**src/ppw_pkg.sv**
```systemverilog
`default_nettype none
package ppw_pkg;
    // register offsets on the plain software port
    localparam logic [3:0] ADDR_DATA_OUT = 4'h0;
    localparam logic [3:0] ADDR_DIRECTION = 4'h1;
    localparam logic [3:0] ADDR_DIG_IN_EN = 4'h2;
    localparam logic [3:0] ADDR_PULL_EN = 4'h3;
    localparam logic [3:0] ADDR_PULL_HIGH = 4'h4;
    localparam logic [3:0] ADDR_WAKE_EN = 4'h5;
    localparam logic [3:0] ADDR_WAKE_FAST = 4'h6;
    localparam logic [3:0] ADDR_INT_EDGE = 4'h7;
    localparam logic [3:0] ADDR_ALT_SEL = 4'h8;
    localparam logic [3:0] ADDR_DRIVE = 4'h9;
    localparam logic [3:0] ADDR_PIN_LEVEL = 4'ha;
    localparam logic [3:0] ADDR_IRQ_STATUS = 4'hb;
    localparam logic [3:0] ADDR_IRQ_CLEAR = 4'hc;
    localparam logic [3:0] ADDR_IRQ_ENABLE = 4'hd;

    // bits 0,3,4,5,6,7 exist; bits 2:1 read zero
    localparam logic [7:0] PIN_MASK = 8'hf9;
    localparam logic [7:0] FIXED_PIN_MASK = 8'hc0;

    localparam logic [7:0] RST_DATA_OUT = 8'h00;
    localparam logic [7:0] RST_DIRECTION = 8'h00;
    localparam logic [7:0] RST_DIG_IN_EN = 8'hf9;
    localparam logic [7:0] RST_PULL_EN = 8'h00;
    localparam logic [7:0] RST_PULL_HIGH = 8'h00;
    localparam logic [7:0] RST_WAKE_EN = 8'h00;
    localparam logic [7:0] RST_WAKE_FAST = 8'h00;
    localparam logic [7:0] RST_INT_EDGE = 8'h00;
    localparam logic [7:0] RST_ALT_SEL = 8'h00;
    localparam logic [5:0] RST_DRIVE = 6'h00;
    localparam logic [1:0] RST_IRQ = 2'h0;

    // field positions
    localparam int INT_PIN = 0;
    localparam int ALT_POS_BIT0 = 0;
    localparam int ALT_POS_BIT3 = 2;
    localparam int ALT_POS_BIT4 = 4;
    localparam int ALT_POS_BIT5 = 6;
    localparam int IRQ_EXT = 0;
    localparam int IRQ_WAKE = 1;
    localparam int SYNC_STAGES = 2;

    // two-bit alternate select per muxed pin
    typedef enum logic [1:0] {
        ALT_GPIO = 2'h0,
        ALT_FUNC_A = 2'h1,
        ALT_FUNC_B = 2'h2,
        ALT_RSVD = 2'h3
    } ppw_alt_e;

    typedef struct packed {
        logic [7:0] out;
        logic [7:0] oe;
        logic [7:0] pull_up;
        logic [7:0] pull_down;
        logic [7:0] input_en;
    } ppw_pad_s;

    typedef struct packed {
        logic [3:0] addr;
        logic [7:0] wdata;
        logic wr;
        logic rd;
    } ppw_bus_s;
endpackage : ppw_pkg
`default_nettype wire

```
**src/ppw_port.sv**
```systemverilog
// The register offsets and the strobed register port are this design's own decisions.
`timescale 1ns/1ps
`default_nettype none
module ppw_port (
    input wire logic mclk,
    input wire logic nrst,
    input wire ppw_pkg::ppw_bus_s bus,
    output logic [7:0] rdata,
    input wire logic [7:0] pad_in,
    output ppw_pkg::ppw_pad_s pad,
    output logic [5:0] drive_level,
    input wire logic timer2_pwm_out,
    input wire logic pwm_gen_a_out,
    input wire logic pwm_gen_b_out,
    input wire logic pwm_gen_c_out,
    input wire logic comparator_out,
    input wire logic asleep,
    output logic wake_req,
    output logic wake_fast,
    output logic hw_reset_req,
    output logic ext_int_req,
    output logic irq
);
    logic [7:0] data_out;
    logic [7:0] direction;
    logic [7:0] pin_digital_input_enable;
    logic [7:0] pull_en;
    logic [7:0] pull_high;
    logic [7:0] wake_en;
    logic [7:0] wake_speed_fast;
    logic [7:0] int_edge;
    logic [7:0] alt_sel;
    logic [5:0] drive;
    logic [1:0] irq_status;
    logic [1:0] irq_enable;
    logic [7:0] pin_sync;
    logic [7:0] pin_prev;
    logic [7:0] pin_level;
    logic [7:0] wake_hits;
    logic ext_edge;
    logic [1:0] irq_set;
    logic [1:0] irq_clr;
    logic [7:0] next_out;
    logic [7:0] next_oe;
    logic [1:0] arm_cnt;
    logic edges_armed;
    ppw_pkg::ppw_alt_e sel0, sel3, sel4, sel5;

    function automatic ppw_pkg::ppw_alt_e alt_of(input logic [7:0] sel, input int pos);
        alt_of = ppw_pkg::ppw_alt_e'(sel[pos +: 2]);
    endfunction : alt_of

    function automatic logic wr_hit(input ppw_pkg::ppw_bus_s b, input logic [3:0] a);
        wr_hit = b.wr && (b.addr == a);
    endfunction : wr_hit

    assign sel0 = alt_of(alt_sel, ppw_pkg::ALT_POS_BIT0);
    assign sel3 = alt_of(alt_sel, ppw_pkg::ALT_POS_BIT3);
    assign sel4 = alt_of(alt_sel, ppw_pkg::ALT_POS_BIT4);
    assign sel5 = alt_of(alt_sel, ppw_pkg::ALT_POS_BIT5);

    // control registers
    always_ff @(posedge mclk or negedge nrst) begin
        if (!nrst) begin
            data_out <= ppw_pkg::RST_DATA_OUT;
            direction <= ppw_pkg::RST_DIRECTION;
            pin_digital_input_enable <= ppw_pkg::RST_DIG_IN_EN;
            pull_en <= ppw_pkg::RST_PULL_EN;
            pull_high <= ppw_pkg::RST_PULL_HIGH;
            wake_en <= ppw_pkg::RST_WAKE_EN;
            wake_speed_fast <= ppw_pkg::RST_WAKE_FAST;
            int_edge <= ppw_pkg::RST_INT_EDGE;
            alt_sel <= ppw_pkg::RST_ALT_SEL;
            drive <= ppw_pkg::RST_DRIVE;
            irq_enable <= ppw_pkg::RST_IRQ;
        end else begin
            if (wr_hit(bus, ppw_pkg::ADDR_DATA_OUT)) data_out <= bus.wdata & ppw_pkg::PIN_MASK;
            if (wr_hit(bus, ppw_pkg::ADDR_DIRECTION)) direction <= bus.wdata & ppw_pkg::PIN_MASK;
            if (wr_hit(bus, ppw_pkg::ADDR_DIG_IN_EN)) begin
                pin_digital_input_enable <= bus.wdata & ppw_pkg::PIN_MASK;
            end
            if (wr_hit(bus, ppw_pkg::ADDR_PULL_EN)) pull_en <= bus.wdata & ppw_pkg::PIN_MASK;
            if (wr_hit(bus, ppw_pkg::ADDR_PULL_HIGH)) pull_high <= bus.wdata & ppw_pkg::PIN_MASK;
            if (wr_hit(bus, ppw_pkg::ADDR_WAKE_EN)) wake_en <= bus.wdata & ppw_pkg::PIN_MASK;
            if (wr_hit(bus, ppw_pkg::ADDR_WAKE_FAST)) begin
                wake_speed_fast <= bus.wdata & ppw_pkg::PIN_MASK;
            end
            if (wr_hit(bus, ppw_pkg::ADDR_INT_EDGE)) int_edge <= {7'h00, bus.wdata[0]};
            if (wr_hit(bus, ppw_pkg::ADDR_ALT_SEL)) alt_sel <= bus.wdata;
            if (wr_hit(bus, ppw_pkg::ADDR_DRIVE)) drive <= bus.wdata[5:0];
            if (wr_hit(bus, ppw_pkg::ADDR_IRQ_ENABLE)) irq_enable <= bus.wdata[1:0];
        end
    end

    // input path: sync then gate by input enable
    ppw_sync2 #(.WIDTH(8)) u_sync (
        .mclk(mclk),
        .nrst(nrst),
        .d(pad_in),
        .q(pin_sync)
    );

    assign pin_level = pin_sync & pin_digital_input_enable & ppw_pkg::PIN_MASK;

    always_ff @(posedge mclk or negedge nrst) begin
        if (!nrst) begin
            pin_prev <= 8'h00;
        end else begin
            pin_prev <= pin_level;
        end
    end

    // no edges until sync and prev flops hold real pin levels
    always_ff @(posedge mclk or negedge nrst) begin
        if (!nrst) begin
            arm_cnt <= 2'h0;
        end else if (!edges_armed) begin
            arm_cnt <= arm_cnt + 2'h1;
        end
    end

    assign edges_armed = (arm_cnt == 2'(ppw_pkg::SYNC_STAGES + 1));

    // edge on bit 0, polarity chosen by int_edge[0]
    assign ext_edge = edges_armed && (int_edge[0]
        ? (pin_prev[ppw_pkg::INT_PIN] & ~pin_level[ppw_pkg::INT_PIN])
        : (~pin_prev[ppw_pkg::INT_PIN] & pin_level[ppw_pkg::INT_PIN]));

    // any toggle on an enabled, digitally enabled pin while asleep
    assign wake_hits = (pin_prev ^ pin_level) & wake_en & pin_digital_input_enable
                       & ppw_pkg::PIN_MASK & {8{edges_armed}};

    always_ff @(posedge mclk or negedge nrst) begin
        if (!nrst) begin
            wake_req <= 1'b0;
            wake_fast <= 1'b0;
            ext_int_req <= 1'b0;
        end else begin
            wake_req <= asleep && (wake_hits != 8'h00);
            wake_fast <= asleep && ((wake_hits & wake_speed_fast) != 8'h00);
            ext_int_req <= ext_edge;
        end
    end

    // sticky status, set beats clear
    assign irq_set = {asleep && (wake_hits != 8'h00), ext_edge};
    assign irq_clr = wr_hit(bus, ppw_pkg::ADDR_IRQ_CLEAR) ? bus.wdata[1:0] : 2'h0;

    always_ff @(posedge mclk or negedge nrst) begin
        if (!nrst) begin
            irq_status <= ppw_pkg::RST_IRQ;
        end else begin
            irq_status <= (irq_status & ~irq_clr) | irq_set;
        end
    end

    assign irq = (irq_status & irq_enable) != 2'h0;

    // output mux
    always_comb begin
        next_out = data_out;
        next_oe = direction & ppw_pkg::PIN_MASK;
        unique case (sel0)
            ppw_pkg::ALT_FUNC_A: begin
                next_out[0] = comparator_out;
                next_oe[0] = 1'b1;
            end
            ppw_pkg::ALT_FUNC_B: begin
                next_out[0] = pwm_gen_a_out;
                next_oe[0] = 1'b1;
            end
            default: begin
            end
        endcase
        unique case (sel3)
            ppw_pkg::ALT_FUNC_A: begin
                next_out[3] = timer2_pwm_out;
                next_oe[3] = 1'b1;
            end
            ppw_pkg::ALT_FUNC_B: begin
                next_out[3] = pwm_gen_c_out;
                next_oe[3] = 1'b1;
            end
            default: begin
            end
        endcase
        unique case (sel4)
            ppw_pkg::ALT_FUNC_A: begin
                next_out[4] = timer2_pwm_out;
                next_oe[4] = 1'b1;
            end
            ppw_pkg::ALT_FUNC_B: begin
                next_out[4] = pwm_gen_b_out;
                next_oe[4] = 1'b1;
            end
            default: begin
            end
        endcase
        unique case (sel5)
            ppw_pkg::ALT_FUNC_A: begin
                next_out[5] = pwm_gen_c_out;
                next_oe[5] = 1'b1;
            end
            ppw_pkg::ALT_FUNC_B: begin
                next_out[5] = 1'b0;
                next_oe[5] = 1'b0;
            end
            default: begin
            end
        endcase
    end

    always_ff @(posedge mclk or negedge nrst) begin
        if (!nrst) begin
            pad <= '{out: 8'h00, oe: 8'h00, pull_up: 8'h00, pull_down: 8'h00,
                     input_en: ppw_pkg::RST_DIG_IN_EN};
            drive_level <= ppw_pkg::RST_DRIVE;
            hw_reset_req <= 1'b0;
        end else begin
            pad.out <= next_out;
            pad.oe <= next_oe;
            pad.pull_up <= pull_en & pull_high & ppw_pkg::PIN_MASK;
            pad.pull_down <= pull_en & ~pull_high & ppw_pkg::PIN_MASK;
            pad.input_en <= pin_digital_input_enable;
            drive_level <= drive;
            hw_reset_req <= (sel5 == ppw_pkg::ALT_FUNC_B) && !pin_sync[5];
        end
    end

    // read port, data the cycle after the strobe
    always_ff @(posedge mclk or negedge nrst) begin
        if (!nrst) begin
            rdata <= 8'h00;
        end else if (bus.rd) begin
            unique case (bus.addr)
                ppw_pkg::ADDR_DATA_OUT: rdata <= data_out;
                ppw_pkg::ADDR_DIRECTION: rdata <= direction;
                ppw_pkg::ADDR_DIG_IN_EN: rdata <= pin_digital_input_enable;
                ppw_pkg::ADDR_PULL_EN: rdata <= pull_en;
                ppw_pkg::ADDR_PULL_HIGH: rdata <= pull_high;
                ppw_pkg::ADDR_WAKE_EN: rdata <= wake_en;
                ppw_pkg::ADDR_WAKE_FAST: rdata <= wake_speed_fast;
                ppw_pkg::ADDR_INT_EDGE: rdata <= int_edge;
                ppw_pkg::ADDR_ALT_SEL: rdata <= alt_sel;
                ppw_pkg::ADDR_DRIVE: rdata <= {2'h0, drive};
                ppw_pkg::ADDR_PIN_LEVEL: rdata <= pin_level;
                ppw_pkg::ADDR_IRQ_STATUS: rdata <= {6'h00, irq_status};
                ppw_pkg::ADDR_IRQ_ENABLE: rdata <= {6'h00, irq_enable};
                default: rdata <= 8'h00;
            endcase
        end else begin
            rdata <= 8'h00;
        end
    end
endmodule : ppw_port
`default_nettype wire

```
**src/ppw_sync2.sv**
```systemverilog
`timescale 1ns/1ps
`default_nettype none
module ppw_sync2 #(
    parameter int WIDTH = 8
) (
    input wire logic mclk,
    input wire logic nrst,
    input wire logic [WIDTH-1:0] d,
    output logic [WIDTH-1:0] q
);
    logic [WIDTH-1:0] meta;

    // first stage feeds only the second
    always_ff @(posedge mclk or negedge nrst) begin
        if (!nrst) begin
            meta <= '0;
            q <= '0;
        end else begin
            meta <= d;
            q <= meta;
        end
    end
endmodule : ppw_sync2
`default_nettype wire

```
**config.mk**
```make
export PLATFORM = sky130hd
export DESIGN_NAME = ppw_port
export DESIGN_NICKNAME = d
export VERILOG_FILES = /design/src/ppw_pkg.sv /design/src/ppw_port.sv /design/src/ppw_sync2.sv
export SDC_FILE = /design/constraint.sdc
export NUM_CORES = 1
export LEC_CHECK = 0
export BUFFER_PORTS_ARGS = -buffer_cell sky130_fd_sc_hd__buf_2
export CORE_UTILIZATION = 36
export DETAILED_ROUTE_END_ITERATION = 7
export PLACE_DENSITY = 0.57
export SYNTH_ARGS = -nofsm -noshare
export SYNTH_HDL_FRONTEND = slang
export SYNTH_SLANG_ARGS = --single-unit
```
**constraint.sdc**
```tcl
create_clock -name mclk -period 2.5 [get_ports mclk]
set_input_delay 0.25 -clock mclk [delete_from_list [all_inputs] [get_ports mclk]]
set_output_delay 0.25 -clock mclk [all_outputs]
set_load 0.005 [all_outputs]
```
# After elaboration in Yosys (flattened, before gate mapping)
# Cells that the tools add are included.
# totals
reg_bits	133
input_bits	30
elab_cells	103
output_inout_bits	59
# op_classes
add_sub_neg	1
reduce_logical	24
muxes	12
bitwise	17
eq_ne	22
# ops
operator	count
one-hot mux 8 bit (13 select lines)	1
AND 8 bit	7
== test 4 bit, second input constant	6
== test 4 x 3 -> 1 bit, second input constant	4
logical AND 1 bit	16
nonzero test 8 bit	2
== test 2 bit, second input constant	5
one-hot mux 1 bit (2 select lines)	5
== test 2 x 1 -> 1 bit, second input constant	4
== test 4 x 2 -> 1 bit, second input constant	2
two-way mux 8 bit	1
inverter 8 bit	1
XOR 8 bit	1
OR reduction 2 bit	3
AND 2 bit	2
== test 4 x 1 -> 1 bit, second input constant	1
logical NOT 4 bit	1
two-way mux 1 bit	4
adder 2 x 1 -> 2 bit, second input constant	1
AND 1 bit	2
two-way mux 2 bit	1
inverter 1 bit	2
inverter 2 bit	1
OR 2 bit	1
2 further kinds	2

# Longest topological paths before layout
# logic_depth
word_depth	8
depth_mapped	7
mapped_depth_nobuf	7

# By module
# Synthesis repeated with hierarchy kept, for this count alone.
# hier_totals
hier_cells	422
hier_area_um2	5537.8
# by_module_without_submodules
module	seq_area_each_um2	instances	area_per_inst_um2	cells_each
ppw_port	2942.8	1	5137.4	406
ppw_sync2	400.4	1	400.4	16

# Worst setup path before layout
# OpenSTA, ideal clock, no wires.
# synth_path
path_kind	reg-to-reg
from	register pin_digital_input_enable[0]
to	register irq_status[1]
period_less_slack_ps	1760
path_stages_with_launch	8
t_arrival_ps	1642
n_path_buf	0
setup_time_ps	118
slack_ps	740
required_ps	2382
path_cell_list	dfstp_2 nand2_1 inv_1 ha_1 and4b_1 or2_4 o41a_1 a21o_1
# synth_via
elab_chain_cells	8
# synth_rtl
item	line_no	source
start, declared	ppw_port.sv:26	logic [7:0] pin_digital_input_enable;
start signal, assigned	ppw_port.sv:67	pin_digital_input_enable <= ppw_pkg::RST_DIG_IN_EN;
start signal, assigned	ppw_port.sv:80	pin_digital_input_enable <= bus.wdata & ppw_pkg::PIN_MASK;
AND 8 bit	ppw_port.sv:103	assign pin_level = pin_sync & pin_digital_input_enable & ppw_pkg::PIN_MASK;
via pin_level[0]	ppw_port.sv:38	logic [7:0] pin_level;
XOR 8 bit	ppw_port.sv:130	assign wake_hits = (pin_prev ^ pin_level) & wake_en & pin_digital_input_enable
AND 8 bit (2 in series)	ppw_port.sv:130	
AND 8 bit	ppw_port.sv:131	& ppw_pkg::PIN_MASK & {8{edges_armed}};
nonzero test 8 bit	ppw_port.sv:146	assign irq_set = {asleep && (wake_hits != 8'h00), ext_edge};
logical AND 1 bit	ppw_port.sv:146	
via irq_set[1]	ppw_port.sv:41	logic [1:0] irq_set;
OR 2 bit	ppw_port.sv:153	irq_status <= (irq_status & ~irq_clr) | irq_set;
end signal, assigned	ppw_port.sv:151	irq_status <= ppw_pkg::RST_IRQ;
end signal, assigned	ppw_port.sv:153	
end, declared	ppw_port.sv:34	logic [1:0] irq_status;
# The timed path passes the listed nets, and every way through them passes these cells.
# A chain may end at the register's enable or synchronous reset.

# Final worst setup path
# Same ends and word-level chain as after synthesis.

==> results.ini <==
[floorplan]
core_um2 = 14600
fp.dieW_um = 125
die_area_um2 = 15600
initial_core_util_pct = 37.2
row_count = 44
io_pins = 89
die_h_um = 125

[critical_path]
cpPeakStageDelay_ns = 0.57
cp.required_ns = 2.81
cp_top_family = compound AO/OA/AOI/OAI gates
worstPathMaxFanout = 5
crit_buf_inv = 1
worstSetupEndpointType = flop
critPathKind = reg2reg
worst_ep_arrival_time_ns = 2.28
crit_path_cell_trace = nand2_1 -> inv_1 -> ha_1 -> and4b_1 -> or2_4 -> o41a_1 -> a21o_1
worstSetupStartpointType = flop
crit_slowest_cell = dfstp_2
rr_worst_depth = 7
crit_cells = 7

[worst_hold_path]
hp-class = in2reg
holdPathStages = 2

[sta]
finalHoldViolCount = 0
setup_violations = 0
max_freq_ghz = 0.508
fin_crit_sh_pct = 78.7
tightest_slew_ns = 0.688
drv_slew = 0
fin_skew_ns = 0.00796
fin_ws_ns = 0.533
fin_tns_setup_ns = 0
post-route-min-period_ns = 1.97
slew-limit-headroom_pct = 54.1
rsz0062_at_grt = false

[clocking]
cts.reportedPaths.clkPinSlew_ns = 0.05
cts_htree_levels = 4
clock_latency_ns = 0.42
root_buffer = clkbuf_16
cts_tree = yes
cts_buffers = 17
post-cts-setup-buffers = 0
cts_buffer_depth = 2
clock-sinks = 129

[cells_and_area]
synthToLayoutAreaGrowth_pct = 22.3
nets = 550
diodes = 0
drive_gt1_share_pct = 37.9

[placed_design]
dp_hpwl_um = 9000
portBuffers = 76
gp_congestion = 0.833
pre_cts_ws_ns = 0.492

[logic_synthesis]
synth_top_area_share_pct = 53.8
synth_top_area_cell = dfrtp_1
ys.flop_type = dfrtp_1
synth-edff-count = 0
synth-async-reset-ratio_pct = 100
synth_area_per_cell_um2 = 13.0
synth_cell_types = 49
synthTopCellsByCount = dfrtp_1 (117), mux2_2 (68), nand2_1 (24)
synthCells = 419
ys_ff_latch = 129
yosysWarnings = 0
yosys-top-cells-area = dfrtp_1 (54%), mux2_2 (14%), dfstp_2 (5.8%), ha_1 (2.5%), nand2_1 (1.7%)
yosysMostFrequentCell = dfrtp_1
ys_seq_area_share_pct = 59.6
synthesis.area_um2 = 5440

[power_and_ir_drop]
leakagePower_nw = 3.08
ir_drop_v = 0.000481
power_density_nw_per_um2 = 949

[run_status]
outcome = complete, but fails checks
violations = design-rule violations

[grt]
antenna_found_initial = 1
grt_pass1_vias = 3653
grt_start_max_net_pins = 130
grt_usage_pct = 17.6
grt_pass1_wl_um = 20600
grt_overflow = 0

[detailed_routing]
vias = 3598
drtIter0Drc = 189
wire_per_inst_um = 18.2
routed_via_density = 5.10
drt-pass1-iter-count = 6
ant_nets = 0
drt_wl_total_um = 12800
drcViolationCount = 18

[flow_run]
drv_cap = 0

-- what timing repair did --
action | in CTS | in global routing
endpoints found under the hold margin | 123 | 0
resized for setup | 0 | 0
hold buffers | 7 | 0
-- per-stage QoR --
stage / util, % / hold WS (ns) / power (W) / area, µm² / std cells
final: 45.5 / 0.0814 / 0.00632 / 6660 / 706
after detailed placement: 40.8 / 0.335 / 0.00385 / 5980 / 667
after global placement: 40.8 / 0.332 / 0.00381 / 5980 / 667
after global routing: 45.5 / 0.0828 / 0.00663 / 6660 / 706
after CTS: 45.5 / 0.0604 / 0.00640 / 6660 / 706
after floorplan: - / -0.0456 / 0.00338 / 5480 / 428
-- worst paths after layout --
path                       slack [ns]             end                         from
setup / recovery                 0.53   irq_status[1]  pin_digital_input_enable[0]
hold / removal                   0.08        drive[2]                       bus[4]
setup reg to reg                 0.53   irq_status[1]  pin_digital_input_enable[0]
hold reg to reg                  0.35     u_sync.q[7]               u_sync.meta[7]
max in group asynchronous        1.50        drive[3]                         nrst
min in group asynchronous        0.49  u_sync.meta[0]                         nrst
-- cell usage in the layout (no fill, tap or decap), types with 4 or more instances in the layout --
| master | count |
|---|---|
| buf_2 | 75 |
| dlygate4sd3_1 | 7 |
| mux2_2 | 68 |
| nand3_1 | 13 |
| a22oi_1 | 9 |
| and2_1 | 10 |
| inv_1 | 13 |
| nor2b_1 | 12 |
| xnor2_1 | 4 |
| dfstp_2 | 12 |
| nand2_1 | 24 |
| ha_1 | 11 |
| clkbuf_16 | 17 |
| o21ai_0 | 14 |
| mux2i_1 | 6 |
| dfrtp_1 | 117 |
| a21oi_1 | 5 |
| clkinv_2 | 4 |
| nand2b_1 | 5 |
| a22o_1 | 7 |
| conb_1 | 10 |
| a31oi_1 | 4 |
| buf_4 | 4 |
| nor2_1 | 17 |
| a32oi_1 | 5 |
-- logic make-up (layout without fill, tap and decap cells) --
logic type	count (synthesis)	count (layout)	synth area share, %
simple gates	101	101	10.4
compound gates	59	59	7.65
flops	129	129	59.6
buf+inv	38	132	3.66
xor+xnor	6	6	0.966
fa+ha+maj	11	11	2.53
other cells	1	10	0.0689
mux	74	74	15.2
-- power by group --
part	leakage [nW]	total (W)	internal, W	switching, W
combinational	1.22	0.000977	0.000525	0.000452
sequential	1.57	0.00284	0.00255	0.000291
clock	0.292	0.00250	0.00164	0.000868
total	3.08	0.00632	0.00471	0.00161
-- routing by layer --
layer  vias to the layer above  share of wire, %  global-route usage (%)
li1                       1650                 -                       -
met1                      1801                45                    23.7
met2                       123                47                    27.2
met3                        22               6.0                    4.71
met4                         2               1.9                    6.96
met5                         -             0.093                       0
-- layout make-up --
cell class	count	area [µm²]
Multi-Input combinational cell	261	2030
Inverter	13	48.8
Tap cell	184	230
Clock buffer	22	474
Timing Repair Buffer	87	495
Clock inverter	10	133
Sequential cell	129	3240
Fill cell	1353	7990
-- worst register-to-register path: stages (launching register included) --
cell and delay, ns:
dfstp_2 0.57, nand2_1 0.08, inv_1 0.07, ha_1 0.11
and4b_1 0.21, or2_4 0.25, o41a_1 0.39, a21o_1 0.18
-- state kept, by name, indices dropped and copies added, names as in the netlist, 6 cells and up --
| signal | flops |
|---|---|
| wake_en | 6 |
| u_sync.q | 6 |
| data_out | 6 |
| pin_digital_input_enable | 6 |
| u_sync.meta | 6 |
| wake_speed_fast | 6 |
| drive | 6 |
| direction | 6 |
| pad | 30 |
| pull_en | 6 |
| alt_sel | 8 |
| pin_prev | 6 |
| pull_high | 6 |
| rdata | 8 |
| drive_level | 6 |
Note: power is estimated with default switching activity, not from simulation.
